<file path="src/pmi_pkg.sv">
package pmi_pkg;

  // --------------------------------------------------------------------------
  // register offsets (8-bit register address space)
  // --------------------------------------------------------------------------
  localparam logic [7:0] PMI_SOFT_RESET_CONTROL = 8'h18;
  localparam logic [7:0] PMI_TOP_EVENT_FLAGS_1 = 8'h19;
  localparam logic [7:0] PMI_TOP_EVENT_FLAGS_2 = 8'h1A;
  localparam logic [7:0] PMI_STEPDOWN_EVENT_FLAGS = 8'h1B;
  localparam logic [7:0] PMI_LINREG_EVENT_FLAGS = 8'h1C;
  localparam logic [7:0] PMI_TOP_LIVE_STATUS = 8'h1D;
  localparam logic [7:0] PMI_IRQ_MASK = 8'h20;

  // --------------------------------------------------------------------------
  // field positions
  // --------------------------------------------------------------------------
  localparam int PMI_SOFT_RESET_BIT = 0;
  localparam int PMI_PG_DROP_BIT = 7;
  localparam int PMI_LINREG_SUM_BIT = 6;
  localparam int PMI_STEPDOWN_SUM_BIT = 5;
  localparam int PMI_CLK_CHANGE_BIT = 4;
  localparam int PMI_TSD_BIT = 3;
  localparam int PMI_TWARN_BIT = 2;
  localparam int PMI_OVP_BIT = 1;
  localparam int PMI_MEAS_BIT = 0;
  localparam int PMI_RESET_OCC_BIT = 0;
  // per-regulator group: unit 1 at bits 6..4, unit 0 at bits 2..0
  localparam int PMI_UNIT_STRIDE = 4;
  localparam int PMI_PG_OFS = 2;
  localparam int PMI_SC_OFS = 1;
  localparam int PMI_ILIM_OFS = 0;
  localparam logic [7:0] PMI_UNIT_FLAG_MASK = 8'h77;
  localparam logic [7:0] PMI_TOP1_W1C_MASK = 8'h9F;

  // --------------------------------------------------------------------------
  // reset values
  // --------------------------------------------------------------------------
  localparam logic [7:0] PMI_REG_RESET = 8'h00;
  localparam logic [7:0] PMI_MASK_RESET = 8'h00;

  // --------------------------------------------------------------------------
  // timing
  // --------------------------------------------------------------------------
  localparam int PMI_CLK_HZ = 40_000_000;
  localparam int PMI_SHORT_TIME_US = 1000;
  localparam int PMI_SHORT_CYCLES = (PMI_CLK_HZ / 1_000_000) * PMI_SHORT_TIME_US;
  localparam int PMI_RESET_HOLD_CYCLES = 4;

  typedef enum logic [1:0] {
    PMI_ST_RUN,
    PMI_ST_RESET,
    PMI_ST_RELOAD
  } pmi_state_e;

  typedef struct packed {
    logic wr;
    logic rd;
    logic [7:0] addr;
    logic [7:0] wdata;
  } pmi_req_s;

  // raw analog status per regulator unit
  typedef struct packed {
    logic pg_event;
    logic below_sc;
    logic ilim;
  } pmi_unit_s;

endpackage

</file>
<file path="src/pmi_short_timer.sv">
module pmi_short_timer
  import pmi_pkg::*;
#(
  parameter int CYCLES = PMI_SHORT_CYCLES
)
(
  input wire logic mclk, // system clock
  input wire logic rstn, // async reset, active low
  input wire logic ce, // clock enable
  input wire logic below, // output below short threshold
  output logic expired // one-cycle pulse when held past limit
);

  typedef struct packed {
    logic [31:0] cnt;
    logic fired;
  } pmi_tmr_s;

  pmi_tmr_s st_q;
  pmi_tmr_s st_d;

  always_comb
  begin
    st_d = st_q;
    expired = 1'b0;
    if (!below)
    begin
      st_d.cnt = '0;
      st_d.fired = 1'b0;
    end
    else if (!st_q.fired)
    begin
      // strictly longer than the limit
      if (st_q.cnt >= 32'(CYCLES))
      begin
        expired = 1'b1;
        st_d.fired = 1'b1;
      end
      else
      begin
        st_d.cnt = st_q.cnt + 32'h1;
      end
    end
  end

  always_ff @(posedge mclk or negedge rstn)
  begin
    if (!rstn)
      st_q <= '0;
    else if (ce)
      st_q <= st_d;
  end

endmodule // pmi_short_timer

</file>
<file path="src/pmi_irq_ctrl.sv">
module pmi_irq_ctrl
  import pmi_pkg::*;
#(
  parameter int SHORT_CYCLES = PMI_SHORT_CYCLES
)
(
  input wire logic mclk, // system clock, 40 MHz
  input wire logic rstn, // async reset, active low
  input wire logic ce, // clock enable, freezes state when low
  input wire pmi_req_s req, // register access from serial interface
  output logic [7:0] rdata, // read data, registered
  input wire logic power_good_out, // power-good pin state, 1 = active
  input wire logic ext_clk_present, // external sync clock detected
  input wire logic tsd_raw, // die over shutdown level
  input wire logic twarn_raw, // die over warning level
  input wire logic ovp_raw, // input over overvoltage level
  input wire logic meas_done, // new current result stored, pulse
  input wire logic analog_supply_uv, // analog supply undervoltage
  input wire pmi_unit_s [1:0] stepdown, // step-down raw status
  input wire pmi_unit_s [1:0] linreg, // linear regulator raw status
  input wire logic [3:0] reg_en_req, // regulator enable requests
  output logic [3:0] reg_en, // gated regulator enables
  output logic general_output_force_low, // force both general outputs low
  output logic soft_reset_pulse, // reset of registers and interface
  output logic fuse_reload, // reload configuration from fuses
  output logic irq_n // interrupt request, active low
);

  // --------------------------------------------------------------------------
  // pin synchronisers
  // --------------------------------------------------------------------------
  localparam int NSYNC = 18;
  logic [NSYNC-1:0] raw_in;
  logic [NSYNC-1:0] sync1_q;
  logic [NSYNC-1:0] sync2_q;

  assign raw_in = {power_good_out, ext_clk_present, tsd_raw, twarn_raw, ovp_raw,
                   analog_supply_uv, stepdown[1], stepdown[0], linreg[1], linreg[0]};

  always_ff @(posedge mclk or negedge rstn)
  begin
    if (!rstn)
    begin
      sync1_q <= '0;
      sync2_q <= '0;
    end
    else if (ce)
    begin
      sync1_q <= raw_in;
      sync2_q <= sync1_q;
    end
  end

  logic pg_s;
  logic clk_s;
  logic tsd_s;
  logic twarn_s;
  logic ovp_s;
  logic uv_s;
  pmi_unit_s [3:0] unit_s;
  assign {pg_s, clk_s, tsd_s, twarn_s, ovp_s, uv_s, unit_s} = sync2_q;

  // --------------------------------------------------------------------------
  // short-circuit timers, index 3..2 step-down, 1..0 linear regulator
  // --------------------------------------------------------------------------
  logic [3:0] sc_hit;

  for (genvar i = 0; i < 4; i++)
  begin : g_sc
    pmi_short_timer #(.CYCLES(SHORT_CYCLES)) u_tmr (
      .mclk(mclk),
      .rstn(rstn),
      .ce(ce),
      .below(unit_s[i].below_sc),
      .expired(sc_hit[i])
    );
  end

  // --------------------------------------------------------------------------
  // state
  // --------------------------------------------------------------------------
  typedef struct packed {
    pmi_state_e fsm;
    logic [2:0] hold;
    logic [7:0] top1;
    logic [7:0] top2;
    logic [7:0] sdn;
    logic [7:0] lin;
    logic [7:0] mask;
    logic soft_cmd;
    logic pg_prev;
    logic clk_prev;
    logic tsd_prev;
    logic twarn_prev;
    logic ovp_prev;
    logic uv_prev;
    pmi_unit_s [3:0] unit_prev;
    logic [7:0] rdata;
  } pmi_ctl_s;

  pmi_ctl_s st_q;
  pmi_ctl_s st_d;

  logic wr_top1;
  logic wr_top2;
  logic wr_sdn;
  logic wr_lin;
  logic [7:0] top1_rd;
  logic [7:0] live_rd;

  always_comb
  begin
    wr_top1 = 1'b0;
    wr_top2 = 1'b0;
    wr_sdn = 1'b0;
    wr_lin = 1'b0;
    if (req.wr && req.addr == PMI_TOP_EVENT_FLAGS_1)
      wr_top1 = 1'b1;
    else if (req.wr && req.addr == PMI_TOP_EVENT_FLAGS_2)
      wr_top2 = 1'b1;
    else if (req.wr && req.addr == PMI_STEPDOWN_EVENT_FLAGS)
      wr_sdn = 1'b1;
    else if (req.wr && req.addr == PMI_LINREG_EVENT_FLAGS)
      wr_lin = 1'b1;
  end

  // summaries are pure functions of the group registers
  always_comb
  begin
    top1_rd = st_q.top1;
    top1_rd[PMI_LINREG_SUM_BIT] = |st_q.lin;
    top1_rd[PMI_STEPDOWN_SUM_BIT] = |st_q.sdn;
    live_rd = '0;
    live_rd[PMI_TSD_BIT] = tsd_s;
    live_rd[PMI_TWARN_BIT] = twarn_s;
    live_rd[PMI_OVP_BIT] = ovp_s;
  end

  always_comb
  begin
    st_d = st_q;
    st_d.pg_prev = pg_s;
    st_d.clk_prev = clk_s;
    st_d.tsd_prev = tsd_s;
    st_d.twarn_prev = twarn_s;
    st_d.ovp_prev = ovp_s;
    st_d.uv_prev = uv_s;
    st_d.unit_prev = unit_s;

    // clears first, so a same-cycle event below wins
    if (wr_top1)
      st_d.top1 = st_q.top1 & ~(req.wdata & PMI_TOP1_W1C_MASK);
    if (wr_top2)
      st_d.top2[PMI_RESET_OCC_BIT] = st_q.top2[PMI_RESET_OCC_BIT] & ~req.wdata[PMI_RESET_OCC_BIT];
    if (wr_sdn)
      st_d.sdn = st_q.sdn & ~(req.wdata & PMI_UNIT_FLAG_MASK);
    if (wr_lin)
      st_d.lin = st_q.lin & ~(req.wdata & PMI_UNIT_FLAG_MASK);
    if (req.wr && req.addr == PMI_IRQ_MASK)
      st_d.mask = req.wdata;
    if (req.wr && req.addr == PMI_SOFT_RESET_CONTROL && req.wdata[PMI_SOFT_RESET_BIT])
      st_d.soft_cmd = 1'b1;

    if (st_q.pg_prev && !pg_s)
      st_d.top1[PMI_PG_DROP_BIT] = 1'b1;
    if (st_q.clk_prev != clk_s)
      st_d.top1[PMI_CLK_CHANGE_BIT] = 1'b1;
    if (tsd_s && !st_q.tsd_prev)
      st_d.top1[PMI_TSD_BIT] = 1'b1;
    if (twarn_s && !st_q.twarn_prev)
      st_d.top1[PMI_TWARN_BIT] = 1'b1;
    if (ovp_s && !st_q.ovp_prev)
      st_d.top1[PMI_OVP_BIT] = 1'b1;
    if (meas_done)
      st_d.top1[PMI_MEAS_BIT] = 1'b1;

    for (int u = 0; u < 2; u++)
    begin
      if (unit_s[u+2].pg_event && !st_q.unit_prev[u+2].pg_event)
        st_d.sdn[u*PMI_UNIT_STRIDE+PMI_PG_OFS] = 1'b1;
      if (sc_hit[u+2])
        st_d.sdn[u*PMI_UNIT_STRIDE+PMI_SC_OFS] = 1'b1;
      if (unit_s[u+2].ilim)
        st_d.sdn[u*PMI_UNIT_STRIDE+PMI_ILIM_OFS] = 1'b1;
      if (unit_s[u].pg_event && !st_q.unit_prev[u].pg_event)
        st_d.lin[u*PMI_UNIT_STRIDE+PMI_PG_OFS] = 1'b1;
      if (sc_hit[u])
        st_d.lin[u*PMI_UNIT_STRIDE+PMI_SC_OFS] = 1'b1;
      if (unit_s[u].ilim)
        st_d.lin[u*PMI_UNIT_STRIDE+PMI_ILIM_OFS] = 1'b1;
    end

    case (st_q.fsm)
      PMI_ST_RUN:
      begin
        if (st_q.soft_cmd || (uv_s && !st_q.uv_prev))
        begin
          st_d.fsm = PMI_ST_RESET;
          st_d.hold = '0;
        end
      end
      PMI_ST_RESET:
      begin
        // defaults restored; flag of the reset itself survives
        st_d.top1 = PMI_REG_RESET;
        st_d.sdn = PMI_REG_RESET;
        st_d.lin = PMI_REG_RESET;
        st_d.mask = PMI_MASK_RESET;
        st_d.soft_cmd = 1'b0;
        st_d.fsm = PMI_ST_RELOAD;
      end
      PMI_ST_RELOAD:
      begin
        st_d.soft_cmd = 1'b0;
        st_d.hold = st_q.hold + 3'h1;
        if (st_q.hold == 3'(PMI_RESET_HOLD_CYCLES - 1))
        begin
          st_d.top2[PMI_RESET_OCC_BIT] = 1'b1;
          st_d.fsm = PMI_ST_RUN;
        end
      end
      default:
        st_d.fsm = PMI_ST_RUN;
    endcase

    // read data
    st_d.rdata = st_q.rdata;
    if (req.rd)
    begin
      if (req.addr == PMI_SOFT_RESET_CONTROL)
        st_d.rdata = 8'h00;
      else if (req.addr == PMI_TOP_EVENT_FLAGS_1)
        st_d.rdata = top1_rd;
      else if (req.addr == PMI_TOP_EVENT_FLAGS_2)
        st_d.rdata = st_q.top2;
      else if (req.addr == PMI_STEPDOWN_EVENT_FLAGS)
        st_d.rdata = st_q.sdn;
      else if (req.addr == PMI_LINREG_EVENT_FLAGS)
        st_d.rdata = st_q.lin;
      else if (req.addr == PMI_TOP_LIVE_STATUS)
        st_d.rdata = live_rd;
      else if (req.addr == PMI_IRQ_MASK)
        st_d.rdata = st_q.mask;
      else
        st_d.rdata = 8'h00;
    end
  end

  always_ff @(posedge mclk or negedge rstn)
  begin
    if (!rstn)
    begin
      st_q <= '0;
      st_q.fsm <= PMI_ST_RUN;
      st_q.mask <= PMI_MASK_RESET;
    end
    else if (ce)
      st_q <= st_d;
  end

  // --------------------------------------------------------------------------
  // outputs
  // --------------------------------------------------------------------------
  logic fault_off;
  assign fault_off = st_q.top1[PMI_TSD_BIT] || st_q.top1[PMI_OVP_BIT];

  // shutdown or overvoltage flag held means enables stay off until host or a reset clears it
  assign reg_en = (fault_off || st_q.fsm != PMI_ST_RUN) ? 4'h0 : reg_en_req;
  assign general_output_force_low = fault_off;
  assign soft_reset_pulse = (st_q.fsm == PMI_ST_RESET);
  assign fuse_reload = (st_q.fsm == PMI_ST_RELOAD);
  assign rdata = st_q.rdata;
  assign irq_n = ~(|(top1_rd & ~st_q.mask) || st_q.top2[PMI_RESET_OCC_BIT]);

endmodule // pmi_irq_ctrl

</file>
<file path="config.mk">
export PLATFORM = sky130hd
export DESIGN_NAME = pmi_irq_ctrl
export DESIGN_NICKNAME = d
export VERILOG_FILES = /design/src/pmi_pkg.sv /design/src/pmi_short_timer.sv /design/src/pmi_irq_ctrl.sv
export SDC_FILE = /design/constraint.sdc
export NUM_CORES = 1
export LEC_CHECK = 0
export BUFFER_PORTS_ARGS = -buffer_cell sky130_fd_sc_hd__buf_2
export CORE_MARGIN = 2
export CORE_UTILIZATION = 45
export CTS_BUF_LIST = sky130_fd_sc_hd__clkbuf_4 sky130_fd_sc_hd__clkbuf_8
export CTS_CLUSTER_DIAMETER = 200
export DETAILED_ROUTE_END_ITERATION = 16
export PLACE_DENSITY = 0.73
export SLEW_MARGIN = 10
export SYNTH_ARGS = -nofsm -noshare
export SYNTH_HDL_FRONTEND = slang
export SYNTH_SLANG_ARGS = --single-unit
</file>
<file path="constraint.sdc">
create_clock -name mclk -period 5.56 [get_ports mclk]
set_input_delay 0.556 -clock mclk [delete_from_list [all_inputs] [get_ports mclk]]
set_output_delay 0.556 -clock mclk [all_outputs]
set_load 0.02 [all_outputs]
</file>
# After elaboration in Yosys (flattened, before gate mapping)
# Cells that the tools add are included.
# word_totals
reg_bits	225
in_bits	44
out_inout_bits	16
word_cells	251
# classes
addsub	5
n_lt_le_gt_ge	4
eq_ne	21
mux	75
bitwise	10
reduce_logical	89
# ops
op	n
33-bit 2-to-1 mux	8
32-bit by 1-bit adder with 32-bit output (second input constant)	4
32-bit by 16-bit greater-or-equal comparator with 1-bit output (second input constant)	4
32-bit 2-to-1 mux	4
8-bit 2-to-1 mux	12
3-bit nonzero test	18
8-bit by 5-bit == test with 1-bit output (second input constant)	6
2-bit AND reduction	24
1-bit 2-to-1 mux	45
8-bit bitwise AND	4
24-bit 2-to-1 mux	1
8-bit OR reduction	3
2-bit inequality test (second input constant)	9
3-bit AND reduction	6
1-bit logical AND	16
8-bit NOT	2
2-bit nonzero test	7
1-bit logical NOT	9
8-bit by 6-bit == test with 1-bit output (second input constant)	1
7-bit NOT with 8-bit output	1
2-bit case mux with 3 select lines	1
3-bit case mux with 2 select lines	1
5-bit 2-to-1 mux	1
1-bit logical OR	4
12 further kinds	13

# Logic depth before layout (Yosys ltp)
# depth
ltp_word	9
ltp_mapped	7
mapped_depth_nobuf	6

# By module
# A second synthesis with hierarchy kept.
# hier_totals
hier_cells	983
hier_area_um2	10440.0
# modules_own_cells
mod	n_inst	cells_per_inst	area_per_inst_um2	seq_area_each_um2
pmi_short_timer (g_sc[0].u_tmr ...)	3	150	1529.0	825.8
pmi_irq_ctrl	1	380	4320.4	2177.1
pmi_short_timer (g_sc[3].u_tmr)	1	153	1532.7	825.8

# Worst setup path before layout
# No wires, ideal clock.
# synth_path
path_type	input-to-reg
from	input port req[8] in the netlist's numbering
to	register st_q[28] in the netlist's numbering
setup_time_ns	0.125
t_arrival_ns	2.192
required_time_ns	5.435
setup_slack_ns	3.243
path_stages	6
n_path_buf	1
path_cell_list	clkbuf_1 or4_1 nor4_1 a21oi_1 nor2_2 mux2_2
# synth_between
elab_chain_len	4
# synth_lines
item	line_no	text
start, declared	pmi_irq_ctrl.sv:10	input wire pmi_req_s req,
8-bit by 6-bit == test with 1-bit output	pmi_irq_ctrl.sv:159	if (req.wr && req.addr == PMI_IRQ_MASK)
1-bit logical AND	pmi_irq_ctrl.sv:159	
2-bit nonzero test (no source line)	-	
2-bit AND reduction (no source line)	-	
end signal, assigned	pmi_irq_ctrl.sv:258	st_q <= st_d;
end, declared	pmi_irq_ctrl.sv:101	pmi_ctl_s st_q;
# No other way between the ends.
# A chain may end at the register's enable or synchronous reset.

# Final worst setup path
# layout_path
from	register g_sc[3].u_tmr.st_q[23] in the netlist's numbering
to	register g_sc[3].u_tmr.st_q[10] in the netlist's numbering
# layout_between
elab_chain_len	3
# layout_lines
item	line_no	text
start, declared	pmi_short_timer.sv:19	pmi_tmr_s st_q;
start signal, assigned	pmi_short_timer.sv:51	st_q <= st_d;
32-bit by 16-bit greater-or-equal comparator with 1-bit output	pmi_short_timer.sv:34	if (st_q.cnt >= 32'(CYCLES))
2-bit inequality test (no source line)	-	
3-bit AND reduction (no source line)	-	
# No other way between the ends.

==> results.ini <==
[outcome]
status = finished clean

[cts]
cts_resized = 0
cts.clk_slew.worst_paths_ns = 0.06
numCtsBuffers = 37
cts_root_buf = clkbuf_8
cts_max_level = 2
cts_tree = yes
clock_latency_ns = 0.52
cts.sinks = 219
hold_buffers = 0
post_cts_buffers = 0
clk_path_buf_depth = 3

[timing]
period_share_pct = 47.7
setup_viol = 0
slew_headroom_pct = 31.7
fin_hold_ws_ns = 0.0267
tightest_slew_ns = 1.02
finalMaxSlewViolations = 0
fin_worst_skew_ns = 0.0157
hold_violations = 0
finalCriticalPeriod_ns = 2.65
rsz0062_at_grt = no
timing.fmax_ghz = 0.377
tns_ns = 0

[worst_setup_path]
endpoint_kind = register
cp_max_fo = 11
crit_type = reg2reg
worstPathRequired_ns = 5.90
cp.arrival_ns = 3.00
start_kind = register

[global_routing]
track_usage_pct = 18.3
globalRouteOverflowTotal = 0
grt_max_degree = 86
grt_pass1_wl_um = 36600
grt_pass1_vias = 7440
grt_antenna_before_repair = 0

[logic_synthesis]
ys_warn_count = 0
ys_seq_elements = 219
ys.flop_type = dfrtp_1
synth_common_cells = 219 x dfrtp_1, 69 x and2_1, 66 x nand2_1, 53 x a21oi_1, 44 x mux2_2
postSynthCellCount = 955
synth-seq-area-share_pct = 53.8
synth-edff-count = 0
async_flop_share_pct = 100
syn_area_um2 = 10200
synth_top_area_share_pct = 53.8
synth_area_leader_cell = dfrtp_1
synth.distinct_cells = 68
avgSynthCellArea_um2 = 10.7
yosysMostFrequentCell = dfrtp_1
synth.area.top_cells = dfrtp_1 54%, mux2_2 4.9%, and2_1 4.2%, a21oi_1 2.6%, nand2_1 2.4%
syn_nets = 1013

[placement]
place_hpwl_um = 14400
gp_congestion = 0.855
dp_cells = 1254
io_buffers = 59

[min_path]
hold_path_class = in2async

[power_and_ir_drop]
power_density_nw_per_um2 = 360
p_total_w = 0.00414
p_leak_nw = 5.18
vdd_drop_max_mv = 0.176

[floorplanning]
die-area_um2 = 23900
pin_count = 60
num_rows = 55
chipWidth_um = 154
die_y_um = 154
start_util_pct = 45.4
coreArea_um2 = 22400

[finish]
fin_cells = 1320
nFillCells = 1969
areaGrowthSynthToFinish_pct = 12.7
antennaDiodeCount = 0
drive_above_1_share_pct = 18.4
fin_nets = 1066

[detailed_routing]
route.detailed.drc = 0
drt_pass1_iterations = 5
drt_iter0_drc = 566
viasPerCell = 5.77
wl_per_cell_um = 16.4
vias = 7610
ant_nets = 0
drt-total-wl_um = 21700

[flow_run]
max_cap_violations = 0

## worst max-delay path: stages (launching register included)
cell and delay (ns):
dfrtp_1 0.38, nor4_1 0.42, nand2_1 0.22, a2111o_1 0.48, a21oi_1 0.83, a31oi_1 0.17
## final cells by class
type | instances | area [um^2] | share of cell area [%]
clock buffer | 56 | 702 | 6.11
sequential | 219 | 5480 | 47.7
clock inverter | 10 | 103 | 0.893
timing repair buffer | 66 | 360 | 3.14
inverter | 34 | 128 | 1.11
tap | 285 | 357 | 3.10
multi-input combinational | 650 | 4360 | 37.9
## registers in the layout (all words and copies together) (netlist names)
name             cells
rdata                8
g_sc.u_tmr.st_q    132
sync1_q             18
sync2_q             18
st_q                43
## kinds of logic (layout without fill, tap and decap cells)
family	after synthesis	count (layout)	share of synthesized area, %
DFF	219	219	53.8
adders and majority gates	14	14	1.72
muxes	52	52	5.65
AOI/OAI and AO/OA	240	240	16.7
and+or+nand+nor	341	341	18.3
buffers and inverters	86	166	3.52
xor gates and xnor gates	3	3	0.258
## power breakdown
| part | switching, W | total, W | internal [W] | leakage (nW) |
|---|---|---|---|---|
| registers | 0.000178 | 0.00195 | 0.00177 | 2.89 |
| clock network | 0.000630 | 0.00153 | 0.000901 | 0.430 |
| logic | 0.000387 | 0.000657 | 0.000270 | 1.86 |
## through the flow
step	cell area [um^2]	util (%)	worst slack [ns]
floorplan	10200	-	3.24
global placement	10700	47.6	2.70
detailed placement	10700	47.6	2.63
CTS	11500	51.2	2.93
global route	11500	51.2	2.67
finish	11500	51.2	2.91
## routing by layer
layer | vias up | wire (um) | GRT usage, %
met2 | 167 | 9950 | 28.6
met5 | - | 0 | 0
met4 | 0 | 447 | 6.22
li1 | 3631 | - | -
met3 | 34 | 1010 | 3.45
met1 | 3778 | 10300 | 25.9
## path summary, 6_finish.rpt
check	start	endpoint	slack (ns)	cells after the start
min in group mclk	req[7]	st_q[66]	0.24	2
worst max-delay path	g_sc[3].u_tmr.st_q[23]	g_sc[3].u_tmr.st_q[10]	2.91	5
worst max register to register	g_sc[3].u_tmr.st_q[23]	g_sc[3].u_tmr.st_q[10]	2.91	5
worst min register to register	g_sc[3].u_tmr.st_q[21]	g_sc[3].u_tmr.st_q[21]	0.48	1
max in group asynchronous	rstn	g_sc[1].u_tmr.st_q[24]	4.17	2
worst min-delay path	rstn	g_sc[0].u_tmr.st_q[22]	0.03	1
## layout by cell type (no fill, tap or decap), types with 8 or more instances in the layout
cell / netlist / routed
or3_1: 8 / 8
a22oi_1: 9 / 9
ha_1: 14 / 14
buf_2: 5 / 57
nand2_1: 66 / 66
o21ai_0: 31 / 31
a31oi_1: 18 / 18
nand4_1: 20 / 20
mux2_2: 44 / 44
nor4_1: 22 / 21
o31ai_1: 12 / 12
and3_1: 19 / 19
nor3_1: 9 / 9
o211ai_1: 15 / 15
nand2b_1: 20 / 20
clkbuf_8: 0 / 45
a21oi_1: 53 / 53
o21a_1: 17 / 17
o2bb2ai_1: 10 / 10
nand3_1: 35 / 35
mux2i_1: 8 / 8
dfrtp_1: 219 / 219
nor2b_1: 10 / 10
or4_1: 12 / 12
inv_1: 34 / 34
clkbuf_4: 0 / 11
buf_4: 8 / 8
nor2_1: 36 / 36
a311oi_1: 8 / 8
and2_1: 69 / 69
a41oi_1: 8 / 8
(Power assumes the default switching activity.)
